<file path="config.mk">
export PLATFORM = sky130hd
export DESIGN_NAME = cbf_cell_balance
export DESIGN_NICKNAME = d
export VERILOG_FILES = /design/src/pkg/cbf_pkg.sv /design/src/logic/cbf_cell_balance.sv
export VERILOG_INCLUDE_DIRS = /design/src /design/src/pkg
export SDC_FILE = /design/constraint.sdc
export NUM_CORES = 1
export LEC_CHECK = 0
export BUFFER_PORTS_ARGS = -buffer_cell sky130_fd_sc_hd__clkbuf_2
export CORE_UTILIZATION = 51
export DETAILED_ROUTE_END_ITERATION = 6
export GPL_ROUTABILITY_DRIVEN = 0
export HOLD_SLACK_MARGIN = 0.05
export PLACE_DENSITY = 0.77
export SYNTH_ARGS = -nofsm -noshare
export SYNTH_HDL_FRONTEND = slang
export SYNTH_SLANG_ARGS = --single-unit
export TNS_END_PERCENT = 20
</file>
<file path="constraint.sdc">
create_clock -name i_clk -period 2.45 [get_ports i_clk]
set_input_delay 0.49 -clock i_clk [delete_from_list [all_inputs] [get_ports i_clk]]
set_output_delay 0.49 -clock i_clk [all_outputs]
set_load 0.01 [all_outputs]
</file>
<file path="src/pkg/cbf_defs.svh">
// register indices, field positions, reset values and timing constants
`ifndef CBF_DEFS_SVH
`define CBF_DEFS_SVH
// register indices; byte address is four times the index
`define CBF_IDX_MASK    8'h10
`define CBF_IDX_BCFG    8'h11
`define CBF_IDX_DCFG    8'h12
`define CBF_IDX_TCFG    8'h13
`define CBF_IDX_DFLT    8'h14
`define CBF_IDX_GFLT    8'h15
`define CBF_IDX_SHDN    8'h16
`define CBF_IDX_ISTAT   8'h17
`define CBF_IDX_IMASK   8'h18
`define CBF_IDX_GDIR    8'h78
`define CBF_IDX_GOUT    8'h79
`define CBF_IDX_GPU     8'h7A
`define CBF_IDX_GPD     8'h7B
`define CBF_IDX_GFEN    8'h7C
`define CBF_IDX_GIN     8'h7D
// field positions
`define CBF_BCFG_KEEP   7
`define CBF_DCFG_NLAT   0
`define CBF_TCFG_SQZ    0
`define CBF_DFLT_CKS    0
`define CBF_SHDN_DIG    0
`define CBF_SHDN_APD    1
`define CBF_SHDN_ATSD   2
`define CBF_EV_CKS      0
`define CBF_EV_PIN      1
`define CBF_EV_TMR      2
`define CBF_EV_SHDN     3
`define CBF_EV_STOP     4
// reset values
`define CBF_RST_MASK    16'h0000
`define CBF_RST_DUR     4'h0
// timing: one balance duration unit
`define CBF_UNIT_MS     1000
`define CBF_CLK_MHZ     250
`define CBF_TICK_CYCLES (`CBF_UNIT_MS * 1000 * `CBF_CLK_MHZ)
`endif

</file>
<file path="src/pkg/cbf_pkg.sv">
// types of the cell balance and fault control block
package cbf_pkg;
	typedef enum logic [1:0] {
		CBF_RUN  = 2'b00,
		CBF_SHDN = 2'b01
	} cbf_mode_t;

	typedef struct packed {
		logic        ack;
		logic [31:0] rdat;
		logic [15:0] mask;
		logic        keep;
		logic [3:0]  dur;
		logic        nlat;
		logic        sqz;
		logic        cks;
		logic [5:0]  dir;
		logic [5:0]  pout;
		logic [5:0]  pu;
		logic [5:0]  pd;
		logic [5:0]  fen;
		logic [5:0]  gflt;
		logic [5:0]  p1;
		logic [5:0]  p2;
		logic [5:0]  p3;
		logic [5:0]  pin;
		logic [1:0]  t1;
		logic [1:0]  t2;
		logic [1:0]  t3;
		logic [1:0]  thermal_trip_sensor;
		logic        w1;
		logic        w2;
		logic        w3;
		logic        wake;
		cbf_mode_t   mode;
		logic [2:0]  shdn;
		logic [4:0]  ist;
		logic [4:0]  imask;
		logic [27:0] pre;
		logic [3:0]  units;
		logic        bal_pwr;
	} cbf_state_t;
endpackage : cbf_pkg

</file>
<file path="src/logic/cbf_cell_balance.sv">
// cell balance drive, pin fault, thermal shutdown and wishbone registers
`timescale 1ns/1ps
`include "cbf_defs.svh"

// Contract
// sixteen drive outputs, each on while its balance mask bit is set
// cleared mask bit turns its drive output off
// host keeps open-wire squeeze disabled while balancing
// keep option at zero: any fault clears the whole balance mask
// user checksum fault never clears the balance mask
// after fault stop mask stays zero until faults cleared; duration kept
// host rewrites the mask to resume after a fault stop
// keep option at one: faults leave mask and config untouched
// every mask change sets the user checksum error flag
// balancing timer expiry clears the mask
// balancing circuitry powered only while any mask bit set
// six pins, each programmable as input or output
// each pin has selectable pull-up and pull-down
// pin raises fault only when its fault enable bit is set
// pin fault latches unless non-latching fault bit is set
// either thermal sensor enters shutdown; no exit while hot
// on wake, digital or analog thermal shutdown status bits are set; code sets them on shutdown entry instead
// balance fault is OR of all sources except checksum, each cycle
module cbf_cell_balance
	import cbf_pkg::*;
#(
	parameter int unsigned TICK_CYCLES = `CBF_TICK_CYCLES
) (
	input  wire logic        i_clk,
	input  wire logic        i_reset,
	input  wire logic        i_wb_cyc,
	input  wire logic        i_wb_stb,
	input  wire logic        i_wb_we,
	input  wire logic [11:0] i_wb_adr,
	input  wire logic [3:0]  i_wb_sel,
	input  wire logic [31:0] i_wb_dat,
	output logic      [31:0] o_wb_dat,
	output logic             o_wb_ack,
	input  wire logic        i_ext_fault,
	input  wire logic [5:0]  i_pin_in,
	output logic      [5:0]  o_pin_out,
	output logic      [5:0]  o_pin_oe,
	output logic      [5:0]  o_pin_pull_up,
	output logic      [5:0]  o_pin_pull_down,
	input  wire logic        i_tsd_digital,
	input  wire logic        i_tsd_analog,
	input  wire logic        i_wakeup,
	output logic             o_shutdown,
	output logic      [15:0] o_balance_drive,
	output logic             o_balance_power,
	output logic             o_irq
);

	// ==========================================================
	// helpers
	// ==========================================================
	function automatic logic [15:0] lanes(
		input logic [15:0] old,
		input logic [31:0] dat,
		input logic [3:0]  sel
	);
		logic [15:0] r;
		r = old;
		if (sel[0]) begin
			r[7:0] = dat[7:0];
		end
		if (sel[1]) begin
			r[15:8] = dat[15:8];
		end
		return r;
	endfunction : lanes

	function automatic logic [5:0] w1c6(
		input logic [5:0] cur,
		input logic [5:0] set,
		input logic [5:0] clr
	);
		// set wins over a clear in the same cycle
		return (cur & ~clr) | set;
	endfunction : w1c6

	localparam logic [27:0] TICK_LAST = 28'(TICK_CYCLES - 1);

	cbf_state_t s;
	cbf_state_t next_s;

	logic        req;
	logic        wr;
	logic        rd;
	logic [7:0]  idx;
	logic [15:0] wv;
	logic [5:0]  pin_raw;
	logic [5:0]  gclr;
	logic        fault;
	logic        stop;
	logic        expire;
	logic        hot;
	logic [4:0]  ev;
	logic [15:0] mask_new;
	logic [31:0] rv;
	logic [2:0]  shdn_set;

	// ==========================================================
	// next state
	// ==========================================================
	always_comb begin
		next_s   = s;
		req      = i_wb_cyc & i_wb_stb & ~s.ack;
		wr       = req & i_wb_we;
		rd       = req & ~i_wb_we;
		idx      = i_wb_adr[9:2];
		wv       = 16'h0000;
		gclr     = 6'h00;
		ev       = 5'h00;
		expire   = 1'b0;
		mask_new = s.mask;
		rv       = 32'h0000_0000;
		shdn_set = 3'h0;

		// pin and thermal synchronisers; filtered on 2nd/3rd agree
		next_s.p1 = i_pin_in;
		next_s.p2 = s.p1;
		next_s.p3 = s.p2;
		for (int i = 0; i < 6; i++) begin
			if (s.p2[i] == s.p3[i]) begin
				next_s.pin[i] = s.p3[i];
			end
		end
		next_s.t1 = {i_tsd_analog, i_tsd_digital};
		next_s.t2 = s.t1;
		next_s.t3 = s.t2;
		for (int i = 0; i < 2; i++) begin
			if (s.t2[i] == s.t3[i]) begin
				next_s.thermal_trip_sensor[i] = s.t3[i];
			end
		end
		next_s.w1 = i_wakeup;
		next_s.w2 = s.w1;
		next_s.w3 = s.w2;
		if (s.w2 == s.w3) begin
			next_s.wake = s.w3;
		end

		// ======================================================
		// pin faults
		// ======================================================
		pin_raw = s.pin & s.fen;
		if (wr && idx == `CBF_IDX_GFLT && i_wb_sel[0]) begin
			gclr = i_wb_dat[5:0];
		end
		// live copy when non-latching, else sticky
		if (s.nlat) begin
			next_s.gflt = pin_raw;
		end else begin
			next_s.gflt = w1c6(s.gflt, pin_raw, gclr);
		end
		if (|(pin_raw & ~s.gflt)) begin
			ev[`CBF_EV_PIN] = 1'b1;
		end

		// ======================================================
		// thermal shutdown
		// ======================================================
		hot = |s.thermal_trip_sensor;
		unique case (s.mode)
			CBF_RUN: begin
				if (hot) begin
					next_s.mode = CBF_SHDN;
					ev[`CBF_EV_SHDN] = 1'b1;
					if (s.thermal_trip_sensor[0]) begin
						shdn_set[`CBF_SHDN_DIG] = 1'b1;
					end
					if (s.thermal_trip_sensor[1]) begin
						shdn_set[`CBF_SHDN_APD]  = 1'b1;
						shdn_set[`CBF_SHDN_ATSD] = 1'b1;
					end
				end
			end
			CBF_SHDN: begin
				// no self exit; wake refused while still hot
				if (s.wake && !hot) begin
					next_s.mode = CBF_RUN;
				end
			end
			default: begin
				next_s.mode = CBF_SHDN;
			end
		endcase

		// ======================================================
		// balancing
		// ======================================================
		// checksum flag is not a source, so it never stops balancing
		fault = i_ext_fault | (|s.gflt) | (s.mode != CBF_RUN);
		stop  = fault & ~s.keep;

		if (s.mask != 16'h0000 && s.dur != 4'h0) begin
			if (s.pre == TICK_LAST) begin
				next_s.pre   = 28'h0000000;
				next_s.units = s.units + 4'h1;
				if (s.units + 4'h1 == s.dur) begin
					expire = 1'b1;
				end
			end else begin
				next_s.pre = s.pre + 28'h0000001;
			end
		end else begin
			next_s.pre   = 28'h0000000;
			next_s.units = 4'h0;
		end

		if (wr && idx == `CBF_IDX_MASK) begin
			mask_new = lanes(s.mask, i_wb_dat, i_wb_sel);
		end
		if (expire) begin
			mask_new = 16'h0000;
			ev[`CBF_EV_TMR] = 1'b1;
		end
		// writes are dropped while the stop holds
		if (stop) begin
			mask_new = 16'h0000;
		end
		if (stop && s.mask != 16'h0000) begin
			ev[`CBF_EV_STOP] = 1'b1;
		end
		next_s.mask = mask_new;
		if (mask_new != s.mask) begin
			next_s.pre   = 28'h0000000;
			next_s.units = 4'h0;
		end
		next_s.bal_pwr = |mask_new;

		// checksum error flag: set wins over write-one clear
		if (wr && idx == `CBF_IDX_DFLT && i_wb_sel[0]
			&& i_wb_dat[`CBF_DFLT_CKS]) begin
			next_s.cks = 1'b0;
		end
		if (mask_new != s.mask) begin
			next_s.cks = 1'b1;
			ev[`CBF_EV_CKS] = 1'b1;
		end

		// ======================================================
		// register writes
		// ======================================================
		if (wr) begin
			unique case (idx)
				`CBF_IDX_BCFG: begin
					// duration survives a fault stop
					wv = lanes({8'h00, s.keep, 3'h0, s.dur},
						i_wb_dat, i_wb_sel);
					next_s.keep = wv[`CBF_BCFG_KEEP];
					next_s.dur  = wv[3:0];
				end
				`CBF_IDX_DCFG: begin
					if (i_wb_sel[0]) begin
						next_s.nlat = i_wb_dat[`CBF_DCFG_NLAT];
					end
				end
				`CBF_IDX_TCFG: begin
					if (i_wb_sel[0]) begin
						next_s.sqz = i_wb_dat[`CBF_TCFG_SQZ];
					end
				end
				`CBF_IDX_SHDN: begin
					if (i_wb_sel[0]) begin
						next_s.shdn = s.shdn & ~i_wb_dat[2:0];
					end
				end
				`CBF_IDX_IMASK: begin
					if (i_wb_sel[0]) begin
						next_s.imask = i_wb_dat[4:0];
					end
				end
				`CBF_IDX_GDIR: begin
					if (i_wb_sel[0]) begin
						next_s.dir = i_wb_dat[5:0];
					end
				end
				`CBF_IDX_GOUT: begin
					if (i_wb_sel[0]) begin
						next_s.pout = i_wb_dat[5:0];
					end
				end
				`CBF_IDX_GPU: begin
					if (i_wb_sel[0]) begin
						next_s.pu = i_wb_dat[5:0];
					end
				end
				`CBF_IDX_GPD: begin
					if (i_wb_sel[0]) begin
						next_s.pd = i_wb_dat[5:0];
					end
				end
				`CBF_IDX_GFEN: begin
					if (i_wb_sel[0]) begin
						next_s.fen = i_wb_dat[5:0];
					end
				end
				default: begin
				end
			endcase
		end
		// a shutdown entry in the same cycle keeps its status bits
		next_s.shdn = next_s.shdn | shdn_set;

		// ======================================================
		// reads
		// ======================================================
		unique case (idx)
			`CBF_IDX_MASK:  rv = {16'h0000, s.mask};
			`CBF_IDX_BCFG:  rv = {24'h000000, s.keep, 3'h0, s.dur};
			`CBF_IDX_DCFG:  rv = {31'h00000000, s.nlat};
			`CBF_IDX_TCFG:  rv = {31'h00000000, s.sqz};
			`CBF_IDX_DFLT:  rv = {31'h00000000, s.cks};
			`CBF_IDX_GFLT:  rv = {26'h0000000, s.gflt};
			`CBF_IDX_SHDN:  rv = {29'h00000000, s.shdn};
			`CBF_IDX_ISTAT: rv = {27'h0000000, s.ist};
			`CBF_IDX_IMASK: rv = {27'h0000000, s.imask};
			`CBF_IDX_GDIR:  rv = {26'h0000000, s.dir};
			`CBF_IDX_GOUT:  rv = {26'h0000000, s.pout};
			`CBF_IDX_GPU:   rv = {26'h0000000, s.pu};
			`CBF_IDX_GPD:   rv = {26'h0000000, s.pd};
			`CBF_IDX_GFEN:  rv = {26'h0000000, s.fen};
			`CBF_IDX_GIN:   rv = {26'h0000000, s.pin};
			default:        rv = 32'h0000_0000;
		endcase

		// interrupt status: read clears, new events win
		if (rd && idx == `CBF_IDX_ISTAT) begin
			next_s.ist = ev;
		end else begin
			next_s.ist = s.ist | ev;
		end

		// bus answer one cycle after the request, for one cycle
		next_s.ack  = req;
		next_s.rdat = rd ? rv : 32'h0000_0000;
	end

	// ==========================================================
	// state register
	// ==========================================================
	always_ff @(posedge i_clk) begin
		if (i_reset) begin
			s       <= '0;
			s.mask  <= `CBF_RST_MASK;
			s.dur   <= `CBF_RST_DUR;
			s.mode  <= CBF_RUN;
		end else begin
			s <= next_s;
		end
	end

	// ==========================================================
	// outputs
	// ==========================================================
	assign o_wb_ack        = s.ack;
	assign o_wb_dat        = s.rdat;
	assign o_balance_drive = s.mask;
	assign o_balance_power = s.bal_pwr;
	assign o_pin_out       = s.pout;
	assign o_pin_oe        = s.dir;
	assign o_pin_pull_up   = s.pu;
	assign o_pin_pull_down = s.pd;
	assign o_shutdown      = (s.mode != CBF_RUN);
	assign o_irq           = |(s.ist & s.imask);

endmodule : cbf_cell_balance

</file>
==> results.md <==
* Fraction of registers with async set/reset at 0%
* Crit path arrival time at 2.93 ns
* Tcrit/Tclk final at 105%
* Post-synthesis sequential area ratio at 42.2%
* Post-Route Utilization at 62.2%
* Die height at 124 um
* Ports at 139
* Drt pass-1 iters at 7
* Die area at about 15,000 um^2
* Worst-Margin Slew at between 0.9 and 1 ns
* Worst-skew pair later-pin latency at approximately 0.43 ns
* Max transition margin at a little over a third
* Fmax at between 300 and 400 MHz
* WP buf/inv at 2
* WHS Endpoint: next_s[74]
* Mean post-synth cell area at around 8.6 um^2
* DRT iter0 DRCs at about 760
* Final Hold Viols at 0
* Yosys warns at 0
* Worst setup SP type: register
* Routed WL at 19,800 um
* CP max stage cell: or4_1
* Antenna cell count at 0
* Num CTS Buffers at 17
* Number of global-route vias before repair at around 6,000
* Cell variety after synth at 64
* Layout area overhead at 19.0%
* Drt drc at 0
* CTS tree: built
* CORE AREA at ~15,000 um^2
* Post-layout instance area at around 9000 um^2
* Total track usage at about a quarter
* Clock sinks at 160
* Clock Tree Root: clkbuf_16
* CTS H-Tree Depth at 4
* Initial Util at 52.2%
* Count of pins over their slew limit at 0
* GRT overflow at 0
* Failing checks: negative setup slack
* Layout cell share with drive strength beyond 1 at around 28%
* Clock-pin slew on the worst setup and hold paths at 0.06 ns
* Cell Area, Placed at approximately 8400 um^2
* EDFF count, synth at 0
* Vias per cell at roughly 5.7
* Routed via count at a little under 7,000
* Cells after Synth at 884
* Cell breakdown of the critical path: or4_1 -> nor2_2 -> and3_4 -> o31ai_4 -> buf_4 -> o21a_1 -> nor3_4 -> nand4_4 -> buf_12 -> nor3_1
* R2R Path Start: o_balance_drive[9]
* Critical path type: register to register
* CTS Buffer Depth at 2
* Max_cap viols at 0
* Setup TNS at -2.84 ns
* Initial antenna violation count at 0
* Hold depth at 2
* Worst-path maximum fanout at 18
* Post-Syn Area at 7590 um^2
* Final min period at approximately 2.6 ns
* Dpl hpwl at roughly 14,000 um
* RR Endpoint: s[8]
* Die X-Extent at about 120 um
* Cell Rows at 44
* Layout Skew at a little under 0.01 ns
* First-pass GRT wire length at around 30,000 um
* Port bufs at 100
* Min-Delay Path Class: input port to register
* Critical path data required time at roughly 2.8 ns
* RSZ-0062 raised after global routing: true
* Final setup fails at 34
* Flop-to-flop setup slack at -0.13 ns
* ANT nets after route at 0
* Pleak at 0.00368 uW
* Per-cell routed wire length at approximately 17 um
* Number of nets in the layout at 1,067
* Synthesized flop and latch total at 160
* Post-synth top flop: dfxtp_1
* Setup crit end kind: register
* Max stage delay on crit path at between 0.5 and 0.6 ns
* CP delay by family, top: simple AND/OR/NAND/NOR gates
* Largest net degree at the start of global routing at 95
* Stages on worst setup path at 10
* Cell Pwr Density at 579 nW/um^2
* Setup ws final at -0.130 ns
* Status: complete, but fails checks
* Hold Crit Start: i_pin_in[2]
* Worst r2r path cells at 10
* Max IR drop VDD at about 0.47 mV
## cell usage after synthesis, drive strengths merged (3+ instances only)
cell type	number	area [um^2]
mux2i	27	270
a31oi	7	43.8
a22oi	8	60.1
nand3	41	210
and3	24	150
a222oi	3	30.0
nand3b	8	60.1
o31ai	3	36.3
and2	5	31.3
nand4	13	87.6
o22ai	9	56.3
xnor2	11	96.3
nor3	43	325
a21oi	67	339
dfxtp	160	3200
nor2b	36	225
nor2	88	330
mux4	4	90.1
and4	4	35.0
inv	14	52.6
xor2	23	201
or4	4	30.0
o21ai	30	150
buf	80	589
nand2b	7	43.8
clkbuf	35	131
nand2	85	319
nor4	10	77.6
## worst max path at each step
stage                                  start     to
after CTS                              s[16]   s[8]
final                     o_balance_drive[9]   s[8]
after floorplan                        s[19]  s[16]
after detailed placement               s[16]   s[8]
after global placement                 s[16]   s[6]
after global routing                   s[16]   s[8]
## logic make-up (layout without fill, tap and decap cells)
| kind of cell | count (synthesis) | after routing | share of synthesized area, % |
|---|---|---|---|
| adder cells (fa/ha/maj) | 2 | 2 | 0.329 |
| flip-flops | 160 | 160 | 42.2 |
| buffers and inverters | 129 | 243 | 10.2 |
| multiplexers | 33 | 33 | 5.04 |
| AND/OR/NAND/NOR | 378 | 378 | 26.6 |
| other | 1 | 16 | 0.0494 |
| XOR/XNOR | 34 | 34 | 3.92 |
| AO/OA/AOI/OAI | 147 | 148 | 11.7 |
## sequential cells by signal, summed over array words and instances, names as in the netlist
signal           flops
next_s              18
o_balance_drive     16
o_balance_power      1
o_pin_oe             6
o_pin_out            6
o_pin_pull_down      6
o_pin_pull_up        6
o_wb_ack             1
o_wb_dat            16
s                   84
## timing repair
action	CTS	global route
setup endpoints to repair	34	51
pin swaps	1	1
gates cloned	1	0
gates resized for setup	8	8
setup buffers	2	1
hold buffers	0	0
## where the power goes
part           internal (uW)  switching [uW]
Combinational           88.9             161
Sequential              2620            7.46
Clock                   1280            1070
## worst reg2reg max path, delay by kind of cell (launching register included)
| family | cells | cell delay [ns] |
|---|---|---|
| DFF | 1 | 0.31 |
| AOI/OAI and AO/OA | 2 | 0.32 |
| and+or+nand+nor | 6 | 1.53 |
| buffers and inverters | 2 | 0.35 |
## layout by cell type (no fill, tap or decap), types with 3 or more instances in the layout
cell,instances
dfxtp_1,157
clkbuf_2,99
buf_4,95
nor2_1,86
nand2_1,85
a21oi_1,66
nand3_1,39
nor2b_1,36
mux2i_1,27
o21ai_0,25
and3_1,23
xor2_1,23
nor3_2,23
nor3_1,19
clkbuf_16,17
conb_1,16
inv_1,14
nand4_1,12
xnor2_1,11
nor4_1,9
o22ai_1,9
nand3b_1,8
a22oi_1,8
nand2b_1,7
a31oi_1,7
clkinv_2,6
o21ai_1,5
mux4_2,4
and2_1,4
and4_1,4
clkinvlp_4,4
a222oi_1,3
buf_12,3
dfxtp_2,3
## layout make-up
class	instances	area, um^2
tap	184	230
clock buffer	17	425
sequential	160	3210
timing repair buffer	198	1270
multi-input combinational	611	3750
inverter	14	52.6
clock inverter	14	95.1
fill	1243	5500
## through the flow
step	worst slack, ns	total power, uW	hold slack, ns	std cells
global route	-0.232	5400	0.272	1198
detailed placement	-0.287	2920	0.425	1163
CTS	-0.175	5240	0.263	1197
floorplan	-0.0254	2830	0.414	899
global placement	-0.216	2920	0.420	1163
finish	-0.130	5230	0.265	1198
## per-layer routing
metal / global-route usage [%] / wire [um] / vias up
met2: 39.9 / 9000 / 359
li1: - / - / 3244
met5: 0 / 0 / -
met3: 8.52 / 2010 / 65
met1: 33.4 / 8280 / 3177
met4: 10.9 / 537 / 0
(Power assumes the default switching activity.)
